===== config.mk =====
export PLATFORM = sky130hd
export DESIGN_NAME = msp_port
export DESIGN_NICKNAME = d
export VERILOG_FILES = /design/src/core/msp_pkg.sv /design/src/core/msp_port.sv /design/src/core/msp_fifo.sv
export SDC_FILE = /design/constraint.sdc
export NUM_CORES = 2
export LEC_CHECK = 0
export ABC_AREA = 1
export BUFFER_PORTS_ARGS = -buffer_cell sky130_fd_sc_hd__buf_2
export CORE_MARGIN = 2
export CORE_UTILIZATION = 60
export CTS_CLUSTER_DIAMETER = 100
export DETAILED_ROUTE_END_ITERATION = 7
export PLACE_DENSITY = 0.76
export SLEW_MARGIN = 20
export SYNTH_ARGS = -nofsm -noshare
export SYNTH_HDL_FRONTEND = slang
export SYNTH_SLANG_ARGS = --single-unit

===== constraint.sdc =====
create_clock -name clk_sys_in -period 8.06 [get_ports clk_sys_in]
set_input_delay 2.418 -clock clk_sys_in [delete_from_list [all_inputs] [get_ports clk_sys_in]]
set_output_delay 2.418 -clock clk_sys_in [all_outputs]
set_load 0.005 [all_outputs]

===== src/core/msp_pkg.sv =====
// Purpose: Constants and types of the multi-drop serial register port
// Assumes: One system clock; link pins are sampled, not used as clocks
// Notes:   Offsets are register indexes on the serial link
package msp_pkg;

  localparam logic [7:0] MSP_OFS_DEVICE_STATUS_ONE  = 8'h00;
  localparam logic [7:0] MSP_OFS_OVERTEMPERATURE_STATUS    = 8'h04;
  localparam logic [7:0] MSP_OFS_SUPPLY_STATUS   = 8'h05;
  localparam logic [7:0] MSP_OFS_DRIVER_STATUS   = 8'h06;
  localparam logic [7:0] MSP_OFS_SYSTEM_STATUS   = 8'h07;
  localparam logic [7:0] MSP_OFS_SYNC_PRD  = 8'h0c;
  localparam logic [7:0] MSP_OFS_FAULT_MODE  = 8'h10;
  localparam logic [7:0] MSP_OFS_SYSF_CTL  = 8'h12;
  localparam logic [7:0] MSP_OFS_DRVF_CTL  = 8'h13;
  localparam logic [7:0] MSP_OFS_FLT_TCTL  = 8'h16;
  localparam logic [7:0] MSP_OFS_FAULT_CLEAR   = 8'h17;
  localparam logic [7:0] MSP_OFS_GEN_PRD   = 8'h18;
  localparam logic [7:0] MSP_OFS_DUTY_A    = 8'h19;
  localparam logic [7:0] MSP_OFS_DUTY_B    = 8'h1a;
  localparam logic [7:0] MSP_OFS_DUTY_C    = 8'h1b;
  localparam logic [7:0] MSP_OFS_OUT_STATE = 8'h1c;
  localparam logic [7:0] MSP_OFS_GEN_CTL   = 8'h1d;
  localparam logic [7:0] MSP_OFS_MOD_CTL1  = 8'h20;
  localparam logic [7:0] MSP_OFS_PRE_CTL   = 8'h22;
  localparam logic [7:0] MSP_OFS_CSA_CTL   = 8'h23;
  localparam logic [7:0] MSP_OFS_SYS_CTL   = 8'h3f;

  localparam logic [15:0] MSP_REG_RST = 16'h0000;

  // Field positions
  localparam int MSP_SYS_PAR_BIT = 0;
  localparam int MSP_SYS_FRM_BIT = 1;
  localparam int MSP_SYS_OVF_BIT = 2;
  localparam int MSP_DS1_SPI_BIT = 6;
  localparam int MSP_PEN_BIT     = 0;
  localparam int MSP_CLR_BIT     = 0;
  localparam int MSP_PAR_BIT     = 15;

  // Synchroniser lanes
  localparam int MSP_PIN_W    = 6;
  localparam int MSP_PIN_CS   = 5;
  localparam int MSP_PIN_SCLK = 4;
  localparam int MSP_PIN_MOSI = 3;
  localparam int MSP_PIN_ID1  = 2;
  localparam int MSP_PIN_ID0  = 1;
  localparam int MSP_PIN_FMT  = 0;

  // Header layout and bit counts
  localparam logic [3:0] MSP_STD_HDR_LAST = 4'h7;
  localparam logic [3:0] MSP_ID_LAST      = 4'h4;
  localparam logic [3:0] MSP_CNT_LAST     = 4'hf;
  localparam int         MSP_STD_RW       = 7;
  localparam int         MSP_STD_A_MSB    = 6;
  localparam int         MSP_MD_RW        = 15;
  localparam int         MSP_MD_A_MSB     = 10;
  localparam logic [3:0] MSP_GC_ID        = 4'hf;
  localparam logic       MSP_RW_READ      = 1'b1;

  localparam int MSP_FIFO_W = 24;
  localparam int MSP_FIFO_D = 8;

  typedef enum logic [1:0] {
    MSP_PH_IDLE = 2'b00,
    MSP_PH_HDR  = 2'b01,
    MSP_PH_DATA = 2'b10
  } msp_phase_t;

endpackage


===== src/core/msp_port.sv =====
// Purpose: Serial secondary register port, standard and multi-drop
// Assumes: Link clock far slower than clk_sys_in (8 cycles or more)
// Notes:   Accepted writes queue in a FIFO and drain to the core
`timescale 1ns/1ns
module msp_port
  import msp_pkg::*;
(
  input  wire logic        clk_sys_in,
  input  wire logic        rst_b_in,
  input  wire logic        chip_select_n_in,
  input  wire logic        sclk_in,
  input  wire logic        mosi_in,
  input  wire logic        id_select_pin0_in,
  input  wire logic        id_select_pin1_in,
  input  wire logic        format_select_in,
  input  wire logic [15:0] dev_status_one_in,
  input  wire logic [15:0] ot_status_in,
  input  wire logic [15:0] supply_status_in,
  input  wire logic [15:0] driver_status_in,
  input  wire logic        cfg_wr_ready_in,
  output logic             miso_out,
  output logic             miso_oe_b_out,
  output logic             fault_out_n_out,
  output logic             cfg_wr_valid_out,
  output logic [7:0]       cfg_wr_addr_out,
  output logic [15:0]      cfg_wr_data_out
);

  typedef struct packed {
    logic [MSP_PIN_W-1:0] pin_s1;
    logic [MSP_PIN_W-1:0] pin_s2;
    logic                 sclk_s3;
    logic                 cs_s3;
    msp_phase_t           phase;
    logic [3:0]           cnt;
    logic [15:0]          rx;
    logic [15:0]          tx;
    logic                 md;
    logic                 id_ok;
    logic                 wr_ok;
    logic                 is_rd;
    logic                 wr_block;
    logic [7:0]           rptr;
    logic [7:0]           wptr;
    logic                 par_flag;
    logic                 frm_flag;
    logic                 ovf_flag;
    logic                 miso;
    logic                 miso_oe_b;
    logic                 fault_n;
    logic                 wv;
    logic [7:0]           waddr;
    logic [15:0]          wdata;
    logic [63:0][15:0]    regs;
  } msp_port_st_t;

  msp_port_st_t           st_ff;
  msp_port_st_t           nxt_st;
  logic                   pen;
  logic [15:0]            ds1;
  logic [15:0]            system_status;
  logic                   cs_fall;
  logic                   cs_rise;
  logic                   sclk_rise;
  logic                   fall_ev;
  logic                   push;
  logic [MSP_FIFO_W-1:0]  push_data;
  logic                   fifo_rdy;
  logic                   fifo_ov;
  logic                   fifo_or;
  logic [MSP_FIFO_W-1:0]  fifo_od;
  logic                   bad_word;
  logic                   tx_load;

  ////////////////////////////////////////////////////////////////////////
  // Decoding helpers

  function automatic logic is_writable(input logic [7:0] a);
    return a inside {MSP_OFS_SYNC_PRD, MSP_OFS_FAULT_MODE, MSP_OFS_SYSF_CTL,
                     MSP_OFS_DRVF_CTL, MSP_OFS_FLT_TCTL, MSP_OFS_FAULT_CLEAR,
                     MSP_OFS_GEN_PRD, MSP_OFS_DUTY_A, MSP_OFS_DUTY_B,
                     MSP_OFS_DUTY_C, MSP_OFS_OUT_STATE, MSP_OFS_GEN_CTL,
                     MSP_OFS_MOD_CTL1, MSP_OFS_PRE_CTL, MSP_OFS_CSA_CTL,
                     MSP_OFS_SYS_CTL};
  endfunction

  function automatic logic [15:0] rd_word(input logic [7:0] a);
    logic [15:0] w;
    w = MSP_REG_RST;
    if (a == MSP_OFS_DEVICE_STATUS_ONE) begin
      w = ds1;
    end else if (a == MSP_OFS_OVERTEMPERATURE_STATUS) begin
      w = ot_status_in;
    end else if (a == MSP_OFS_SUPPLY_STATUS) begin
      w = supply_status_in;
    end else if (a == MSP_OFS_DRIVER_STATUS) begin
      w = driver_status_in;
    end else if (a == MSP_OFS_SYSTEM_STATUS) begin
      w = system_status;
    end else if (is_writable(a)) begin
      w = st_ff.regs[a[5:0]];
    end
    if (pen) begin
      w[MSP_PAR_BIT] = ^w[MSP_PAR_BIT-1:0];
    end
    return w;
  endfunction

  assign pen = st_ff.regs[MSP_OFS_SYS_CTL[5:0]][MSP_PEN_BIT];

  always_comb begin
    system_status = MSP_REG_RST;
    system_status[MSP_SYS_PAR_BIT] = st_ff.par_flag;
    system_status[MSP_SYS_FRM_BIT] = st_ff.frm_flag;
    system_status[MSP_SYS_OVF_BIT] = st_ff.ovf_flag;
    ds1 = dev_status_one_in;
    ds1[MSP_DS1_SPI_BIT] = st_ff.par_flag | st_ff.frm_flag | st_ff.ovf_flag;
  end

  // Edges come from the second and third stages only
  assign cs_fall   = st_ff.cs_s3 && !st_ff.pin_s2[MSP_PIN_CS];
  assign cs_rise   = !st_ff.cs_s3 && st_ff.pin_s2[MSP_PIN_CS];
  assign sclk_rise = !st_ff.sclk_s3 && st_ff.pin_s2[MSP_PIN_SCLK];
  assign fall_ev   = st_ff.sclk_s3 && !st_ff.pin_s2[MSP_PIN_SCLK] &&
                     (st_ff.phase != MSP_PH_IDLE);

  ////////////////////////////////////////////////////////////////////////
  // Write queue

  msp_fifo #(
    .W (MSP_FIFO_W),
    .D (MSP_FIFO_D)
  ) u_fifo (
    .clk_sys_in    (clk_sys_in),
    .rst_b_in      (rst_b_in),
    .in_valid_in   (push),
    .in_ready_out  (fifo_rdy),
    .in_data_in    (push_data),
    .out_valid_out (fifo_ov),
    .out_ready_in  (fifo_or),
    .out_data_out  (fifo_od)
  );

  assign fifo_or = !st_ff.wv || cfg_wr_ready_in;

  ////////////////////////////////////////////////////////////////////////
  // Next state

  always_comb begin
    logic [15:0] rx_n;
    logic [7:0]  hdr_a;
    logic        hdr_rw;
    logic        hdr_bad;
    rx_n      = {st_ff.rx[14:0], st_ff.pin_s2[MSP_PIN_MOSI]};
    hdr_a     = '0;
    hdr_rw    = 1'b0;
    hdr_bad   = 1'b0;
    nxt_st    = st_ff;
    push      = 1'b0;
    push_data = {st_ff.wptr, rx_n};
    tx_load   = 1'b0;
    bad_word  = pen && (^rx_n);

    nxt_st.pin_s1 = {chip_select_n_in, sclk_in, mosi_in,
                     id_select_pin1_in, id_select_pin0_in, format_select_in};
    nxt_st.pin_s2  = st_ff.pin_s1;
    nxt_st.sclk_s3 = st_ff.pin_s2[MSP_PIN_SCLK];
    nxt_st.cs_s3   = st_ff.pin_s2[MSP_PIN_CS];

    // Drain stage: clears first so that a new error wins
    if (st_ff.wv && cfg_wr_ready_in) begin
      nxt_st.wv = 1'b0;
      if (is_writable(st_ff.waddr)) begin
        nxt_st.regs[st_ff.waddr[5:0]] = st_ff.wdata;
      end
      if (st_ff.waddr == MSP_OFS_FAULT_CLEAR && st_ff.wdata[MSP_CLR_BIT]) begin
        nxt_st.par_flag = 1'b0;
        nxt_st.frm_flag = 1'b0;
        nxt_st.ovf_flag = 1'b0;
      end
    end
    if (fifo_ov && fifo_or) begin
      nxt_st.wv = 1'b1;
      {nxt_st.waddr, nxt_st.wdata} = fifo_od;
    end

    if (cs_fall) begin
      nxt_st.phase    = MSP_PH_HDR;
      nxt_st.cnt      = '0;
      nxt_st.md       = st_ff.pin_s2[MSP_PIN_FMT];
      nxt_st.id_ok    = !st_ff.pin_s2[MSP_PIN_FMT];
      nxt_st.wr_ok    = !st_ff.pin_s2[MSP_PIN_FMT];
      nxt_st.wr_block = 1'b0;
      nxt_st.tx       = {ds1[7:0], 8'h00};
    end else if (cs_rise) begin
      nxt_st.phase = MSP_PH_IDLE;
      // Partial words are dropped; only the flag records them
      if (st_ff.wr_ok && (st_ff.phase == MSP_PH_HDR ||
                          st_ff.cnt != '0)) begin
        nxt_st.frm_flag = 1'b1;
      end
    end else if (st_ff.phase != MSP_PH_IDLE && sclk_rise) begin
      nxt_st.miso = st_ff.tx[15];
      nxt_st.tx   = {st_ff.tx[14:0], 1'b0};
    end else if (fall_ev) begin
      nxt_st.rx  = rx_n;
      nxt_st.cnt = st_ff.cnt + 4'h1;
      unique case (st_ff.phase)
        MSP_PH_HDR: begin
          if (st_ff.md && st_ff.cnt == MSP_ID_LAST) begin
            nxt_st.id_ok = (rx_n[3:0] == {2'b00,
                            st_ff.pin_s2[MSP_PIN_ID1],
                            st_ff.pin_s2[MSP_PIN_ID0]});
            nxt_st.wr_ok = nxt_st.id_ok ||
                           (rx_n[3:0] == MSP_GC_ID);
          end
          if (st_ff.md && st_ff.cnt == MSP_CNT_LAST) begin
            hdr_rw  = rx_n[MSP_MD_RW];
            hdr_a   = rx_n[MSP_MD_A_MSB -: 8];
            hdr_bad = bad_word;
          end else if (!st_ff.md && st_ff.cnt == MSP_STD_HDR_LAST) begin
            hdr_rw  = rx_n[MSP_STD_RW];
            hdr_a   = {2'b00, rx_n[MSP_STD_A_MSB -: 6]};
            hdr_bad = pen && (^rx_n[7:0]);
          end
          if ((st_ff.md && st_ff.cnt == MSP_CNT_LAST) ||
              (!st_ff.md && st_ff.cnt == MSP_STD_HDR_LAST)) begin
            nxt_st.phase    = MSP_PH_DATA;
            nxt_st.cnt      = '0;
            nxt_st.is_rd    = (hdr_rw == MSP_RW_READ);
            nxt_st.wr_block = hdr_bad;
            if (hdr_bad && nxt_st.wr_ok) begin
              nxt_st.par_flag = 1'b1;
            end
            // Bad read header still loads the pointer and answers
            if (hdr_rw == MSP_RW_READ && nxt_st.id_ok) begin
              nxt_st.rptr = hdr_a;
            end
            if (hdr_rw != MSP_RW_READ && nxt_st.wr_ok && !hdr_bad) begin
              nxt_st.wptr = hdr_a;
            end
            if (nxt_st.id_ok) begin
              nxt_st.tx = rd_word(nxt_st.rptr);
              tx_load   = 1'b1;
            end
          end
        end
        MSP_PH_DATA: begin
          if (st_ff.cnt == MSP_CNT_LAST) begin
            if (!st_ff.is_rd && st_ff.wr_ok) begin
              if (bad_word) begin
                nxt_st.par_flag = 1'b1;
                nxt_st.wr_block = 1'b1;
              end else if (!st_ff.wr_block) begin
                // No stall on the link: a full queue loses the word
                push            = fifo_rdy;
                nxt_st.ovf_flag = st_ff.ovf_flag | !fifo_rdy;
              end
              nxt_st.wptr = st_ff.wptr + 8'h01;
              nxt_st.rptr = st_ff.rptr + 8'h01;
            end else if (st_ff.is_rd && st_ff.id_ok) begin
              nxt_st.rptr = st_ff.rptr + 8'h01;
            end
            if (st_ff.id_ok) begin
              nxt_st.tx = rd_word(nxt_st.rptr);
              tx_load   = 1'b1;
            end
          end
        end
        MSP_PH_IDLE: begin
        end
      endcase
    end

    nxt_st.miso_oe_b = !((nxt_st.phase != MSP_PH_IDLE) &&
                         nxt_st.id_ok);
    nxt_st.fault_n = !(nxt_st.par_flag | nxt_st.frm_flag |
                       nxt_st.ovf_flag);
  end

  always_ff @(posedge clk_sys_in) begin
    if (!rst_b_in) begin
      st_ff           <= '0;
      st_ff.miso_oe_b <= 1'b1;
      st_ff.fault_n   <= 1'b1;
    end else begin
      st_ff <= nxt_st;
    end
  end

  assign miso_out         = st_ff.miso;
  assign miso_oe_b_out    = st_ff.miso_oe_b;
  assign fault_out_n_out  = st_ff.fault_n;
  assign cfg_wr_valid_out = st_ff.wv;
  assign cfg_wr_addr_out  = st_ff.waddr;
  assign cfg_wr_data_out  = st_ff.wdata;
endmodule // msp_port


===== src/core/msp_fifo.sv =====
// Purpose: Small FIFO for accepted register writes
// Assumes: Same clock on both sides
// Notes:   Full and empty come straight from the fill count
`timescale 1ns/1ns
module msp_fifo #(
  parameter int W = 24,
  parameter int D = 8
) (
  input  wire logic         clk_sys_in,
  input  wire logic         rst_b_in,
  input  wire logic         in_valid_in,
  output logic              in_ready_out,
  input  wire logic [W-1:0] in_data_in,
  output logic              out_valid_out,
  input  wire logic         out_ready_in,
  output logic [W-1:0]      out_data_out
);

  localparam int           AW   = $clog2(D);
  localparam logic [AW:0]  FULL = (AW+1)'(D);
  localparam logic [AW-1:0] LAST = (AW)'(D - 1);

  typedef struct packed {
    logic [D-1:0][W-1:0] mem;
    logic [AW-1:0]       wp;
    logic [AW-1:0]       rp;
    logic [AW:0]         cnt;
  } msp_fifo_st_t;

  msp_fifo_st_t st_ff;
  msp_fifo_st_t nxt_st;
  logic         push;
  logic         pop;

  assign in_ready_out  = (st_ff.cnt != FULL);
  assign out_valid_out = (st_ff.cnt != '0);
  assign out_data_out  = st_ff.mem[st_ff.rp];
  assign push          = in_valid_in && in_ready_out;
  assign pop           = out_valid_out && out_ready_in;

  always_comb begin
    nxt_st = st_ff;
    if (push) begin
      nxt_st.mem[st_ff.wp] = in_data_in;
      nxt_st.wp = (st_ff.wp == LAST) ? '0 : st_ff.wp + 1'b1;
    end
    if (pop) begin
      nxt_st.rp = (st_ff.rp == LAST) ? '0 : st_ff.rp + 1'b1;
    end
    nxt_st.cnt = st_ff.cnt + (AW+1)'(push) - (AW+1)'(pop);
  end

  always_ff @(posedge clk_sys_in) begin
    if (!rst_b_in) begin
      st_ff <= '0;
    end else begin
      st_ff <= nxt_st;
    end
  end

endmodule // msp_fifo


# Word-level counts from Yosys, hierarchy flattened
# Index checks and enable logic that the tools add are counted.
# op_classes
addsub	7
muxes	132
reduce_logical	74
bitwise	10
n_eq_ne	81
magnitude_cmp	7
# op_table
op	count
$bwmux W1024	1
$mux W16	35
$eq A8 B5 Y1 const B	33
$bmux W16 S6	2
$bwmux W192	1
$mux W8	17
$demux W16 S6	1
$eq A8 B6 Y1 const B	12
$bmux W24 S3	1
$demux W24 S3	1
$eq A8 B3 Y1 const B	8
$mux W21	3
$mux W24	2
$reduce_bool A16 Y1	3
$mux W1	40
$mux W38	1
$mux W36	1
$pmux W18 S2	1
$pmux W16 S2	1
$reduce_xor A15 Y1	2
$logic_and A1 B1 Y1	25
$mux W25	1
$eq A8 B4 Y1 const B	3
$mux W6	4
46 further kinds	112
# totals
reg_bits	1330
input_bits	73
out_inout_bits	28
word_cells	411

# Depth between registers and ports, before layout
# depth
depth_word	44
depth_mapped	41
mapped_depth_nobuf	38

# Modules after synthesis
# From an unflattened synthesis, not the netlist that was laid out.
# unflattened
hier_cells	10757
area_unflattened_um2	67395.9
# modules_own_cells
module	instances	area_per_inst_um2	cells_per_inst	seq_area_each_um2
msp_port	1	56983.4	9115	22561.6
msp_fifo	1	10412.5	1642	4043.9

# Worst setup path before layout
# OpenSTA, ideal clock, no wires.
# synth_path
path_kind	input port to flip-flop
startpoint	input cfg_wr_ready_in
endpoint	register u_fifo.st_ff[2] (netlist bit)
required_time_ns	7.932
setup_slack_ns	3.865
setup_ns	0.128
path_buffers	1
arrival_time_ns	4.068
stages	12
path_cell_list	inv_1 -> nand2_1 -> nand2_1 -> inv_1 -> clkbuf_1 -> ha_1 -> inv_1 -> ha_1 -> inv_1 -> fa_1 -> xor2_1 -> nor2_1
# synth_via
elab_chain_cells	3
# synth_lines
item	line	source
from (decl)	msp_port.sv:20	input wire logic cfg_wr_ready_in,
$logic_or A1 B1 Y1	msp_port.sv:144	assign fifo_or = !st_ff.wv || cfg_wr_ready_in;
$logic_and A1 B1 Y1	msp_fifo.sv:39	assign pop = out_valid_out && out_ready_in;
$sub A4 B1 Y4	msp_fifo.sv:50	nxt_st.cnt = st_ff.cnt + (AW+1)'(push) - (AW+1)'(pop);
to (signal assigned)	msp_fifo.sv:57	st_ff <= nxt_st;
to (decl)	msp_fifo.sv:30	msp_fifo_st_t st_ff;
# No other way between the ends.
# A chain may end at the register's enable or synchronous reset.

# Worst setup path after layout
# layout_path
startpoint	register st_ff, in the netlist push_data[3]
endpoint	register st_ff[1091] (netlist bit)
# layout_via
elab_chain_cells	39
word_cells_on_any_way	65
classes_between	eq/ne (22); mux (38); reduce/logical (5)
# layout_lines
item	line	source
from (decl)	msp_port.sv:57	msp_port_st_t st_ff;
from (signal assigned)	msp_port.sv:287	st_ff <= nxt_st;
$eq A4 B2 Y1	msp_port.sv:211	nxt_st.id_ok = (rx_n[3:0] == {2'b00,
$mux W2	msp_port.sv:210	if (st_ff.md && st_ff.cnt == MSP_ID_LAST) begin
$mux W2	msp_port.sv:208	unique case (st_ff.phase)
$mux W2	msp_port.sv:205	end else if (fall_ev) begin
$mux W2	msp_port.sv:202	end else if (st_ff.phase != MSP_PH_IDLE && sclk_rise) begin
$mux W2	msp_port.sv:195	end else if (cs_rise) begin
$mux W2	msp_port.sv:187	if (cs_fall) begin
$logic_and A1 B1 Y1	msp_port.sv:236	if (hdr_rw == MSP_RW_READ && nxt_st.id_ok) begin
[23 not listed]	--	
$mux W1	msp_port.sv:103	if (pen) begin
$mux W16	msp_port.sv:242	if (nxt_st.id_ok) begin
$mux W16	msp_port.sv:226	if ((st_ff.md && st_ff.cnt == MSP_CNT_LAST) ||
$pmux W16 S2	msp_port.sv:208	
$mux W38	msp_port.sv:205	
$mux W16	msp_port.sv:202	
$mux W36	msp_port.sv:195	
$mux W16	msp_port.sv:187	
# Several ways; a longest one is shown, not always the timed one. The select of a mux whose other input is x is not followed.

==> results.tsv <==
metric	value	unit
status	complete, no violations	
slew_headroom	15.9	%
avgRoutedWirePerCell	18.9	um
routed_wl	219	mm
fin_skew	0.0215	ns
ys_top_cells_by_area	dfxtp_1, nand2_1, inv_1	
drtIter0Drc	7418	
cp-startpoint	push_data[3]$_SDFFE_PN0P_	
dieWidth	337	um
post_cts_buffers	0	
htreeDepth	4	
drc_errors	0	
yosysMostFrequentCell	nand2_1	
setup-tns-final	0	ns
gp_congestion	0.943	
finalCriticalPeriod	6.22	ns
ys_ff_latch	1329	
ir_drop	287	uV
combPwrFrac	9.8	%
place_ws	2.24	ns
cts_resized	0	
port_buffers	99	
num_vias	65500	
drv_cap	0	
worst_r2r_endpoint	st_ff[1091]$_SDFFE_PN0P_	
seqPwrFrac	46.1	%
powerDensity	207	nW/um^2
crit_path_end_kind	flip-flop	
worst-path-buf-inv	3	
gr-total-overflow	0	
ys_warn_count	0	
ctsHoldBuffers	0	
finalSetupViolations	0	
clk_pin_slew	0.06	ns
p_switching	0.00405	W
first_global_vias	60200	
min-delay-path-class	reg -> reg	
area_delta_synth_final	8.43	%
fin_crit_sh	77.2	%
synth-edff-count	0	
worstHoldPathCells	2	
switching_share	27.1	%
synth_area_per_cell	6.45	um^2
yosys.area.top_type_share	40.0	%
syn_inst	10300	
crit_top_cell	nand2_1	
slew_viol_final	0	
ff2ff_path_depth	38	
grt_max_degree	180	
start_kind	flip-flop	
nets	10100	
crit_path_max_fanout	108	
syn_area	66500	um^2
fp-row-count	122	
fin_ws	1.84	ns
drt_pass1_iterations	8	
cts_tree	done	
start_util	60.3	%
synth_largest_area_cell	dfxtp_1	
clk_latency	0.78	ns
drive_above_1_share	5.38	%
ant_nets	0	
max_stage_delay	0.51	ns
routed_via_density	5.64	
cts_root_buffer	clkbuf_16	
syn_nets	10400	
critPathRequiredTime	8.72	ns
hp-start	nxt_st[1119]$_SDFF_PN0_	
die-area	114000	um^2
cts_inserted_buffers	142	
ys_types	56	
yosysSeqAreaShare	40.0	%
reg2reg_slack	1.84	ns
cp.arrival	6.88	ns
crit_slowest_cell	nand2_8	
placeableCoreArea	110000	um^2
fmax	161	MHz
rsz0062_at_grt	false	
path_class	reg -> reg	
fillers	9909	
ys.flop_type	dfxtp_1	
whs_endpoint	push_data[0]$_SDFF_PN0_	
async_flop_share	0	%
p_leak	34.8	nW
cpLargestDelayFamily	simple AND/OR/NAND/NOR gates	
io-pin-count	101	
r2r_start	push_data[3]$_SDFFE_PN0P_	
clock_sinks	1329	
place_hpwl	130	mm
hold_viol	0	
grt_util_all_layers	37.7	%
worst_pin_slew	1.26	ns
clock_path_buffers	3	
grt_pass1_wl	335	mm
clkPwrFrac	44.0	%
fp.dieH	337	um
antenna_found_initial	1	
ys_top_cells_by_count	nand2_1, inv_1, dfxtp_1	
power.internal	0.0109	W
state kept, by name, summed over array words and instances (netlist names):
name / cells
u_fifo.st_ff: 202
fault_out_n_out: 1
push_data: 24
cfg_wr_data_out: 16
pen: 1
cfg_wr_addr_out: 8
nxt_st: 8
miso_out: 1
cfg_wr_valid_out: 1
st_ff: 1066
miso_oe_b_out: 1
how the worst max path moves through the flow:
stage,cells past startpoint,end,slack [ns]
floorplan,12,u_fifo.st_ff[2]$_SDFF_PN0_,3.86
global placement,39,st_ff[1091]$_SDFFE_PN0P_,2.22
detailed placement,39,st_ff[1091]$_SDFFE_PN0P_,2.24
CTS,39,st_ff[1091]$_SDFFE_PN0P_,2.21
global route,38,st_ff[1091]$_SDFFE_PN0P_,1.48
finish,38,st_ff[1091]$_SDFFE_PN0P_,1.84
cells by family after synthesis:
logic type | count (synthesis) | synth area share (%)
multiplexers | 48 | 0.722
AO/OA/AOI/OAI | 1946 | 17.4
buffers and inverters | 2430 | 14.4
adder cells (fa/ha/maj) | 23 | 0.444
AND/OR/NAND/NOR | 4513 | 26.7
XOR/XNOR | 22 | 0.301
flip-flops | 1329 | 40.0
cells in the final DEF (no fill, tap or decap), types with 5 or more instances in the layout:
cell type / n
clkinv_2: 16
a22oi_1: 135
dfxtp_1: 1328
clkbuf_1: 43
inv_1: 1711
clkbuf_8: 33
or2_2: 11
xor2_1: 14
nor2_2: 10
o21bai_1: 11
a31oi_1: 12
buf_4: 116
buf_2: 98
clkbuf_16: 145
o21ai_1: 17
nor2_1: 778
inv_6: 9
ha_1: 22
o22ai_1: 359
mux2i_1: 48
a21oi_1: 381
clkinv_1: 18
inv_2: 15
nor2_4: 23
o21ai_0: 642
bufinv_16: 6
a211oi_1: 322
nand4_1: 68
nand3b_1: 57
xnor2_1: 7
nor3_1: 8
nand2_2: 8
a221oi_1: 8
o211ai_1: 30
nand3_1: 205
nand2_1: 3323
or2_0: 6
buf_12: 23
o221ai_1: 5
through the flow:
step	hold WS [ns]	instance area (um^2)	total power, W	util [%]	instances
final	0.409	72100	0.0150	65.4	11600
after CTS	0.415	72100	0.0150	65.4	11600
after floorplan	0.390	66500	0.00790	-	10300
after global placement	0.393	67500	0.00844	61.1	11400
after detailed placement	0.401	67500	0.00846	61.1	11400
after global routing	0.433	72100	0.0154	65.4	11600
power by group through the flow:
stage,Sequential [W],Combinational [W],Clock (W)
5_1_grt,0.00690,0.00159,0.00688
2_1_floorplan,0.00687,0.00103,0
3_3_place_gp,0.00703,0.00141,0
6_report,0.00690,0.00147,0.00659
4_1_cts,0.00688,0.00144,0.00663
3_5_place_dp,0.00703,0.00143,0
worst min-delay path: stages (launching register included):
cell     delay, ns
dfxtp_1       0.30
nand2_1       0.04
inv_1         0.04
layout make-up:
type | instances | area, um^2 | share of cell area (%)
multi-input cells | 6552 | 30600 | 42.4
flip-flops and latches | 1329 | 26600 | 36.9
inverters | 1749 | 6590 | 9.14
clock buffers | 221 | 4240 | 5.88
well taps | 1488 | 1860 | 2.58
repair buffers | 238 | 1840 | 2.55
clock inverters | 35 | 424 | 0.588
diodes | 1 | 2.50 | 0.00347
routing by layer:
metal / track usage, % / up-vias / part of all wire (%)
met5: 0 / - / 0.0050
met4: 26.5 / 2 / 7.4
met3: 7.26 / 818 / 10
met2: 59.0 / 3298 / 43
met1: 46.7 / 29700 / 39
li1: - / 31600 / -
No activity file was read; power rests on OpenSTA's default activity.
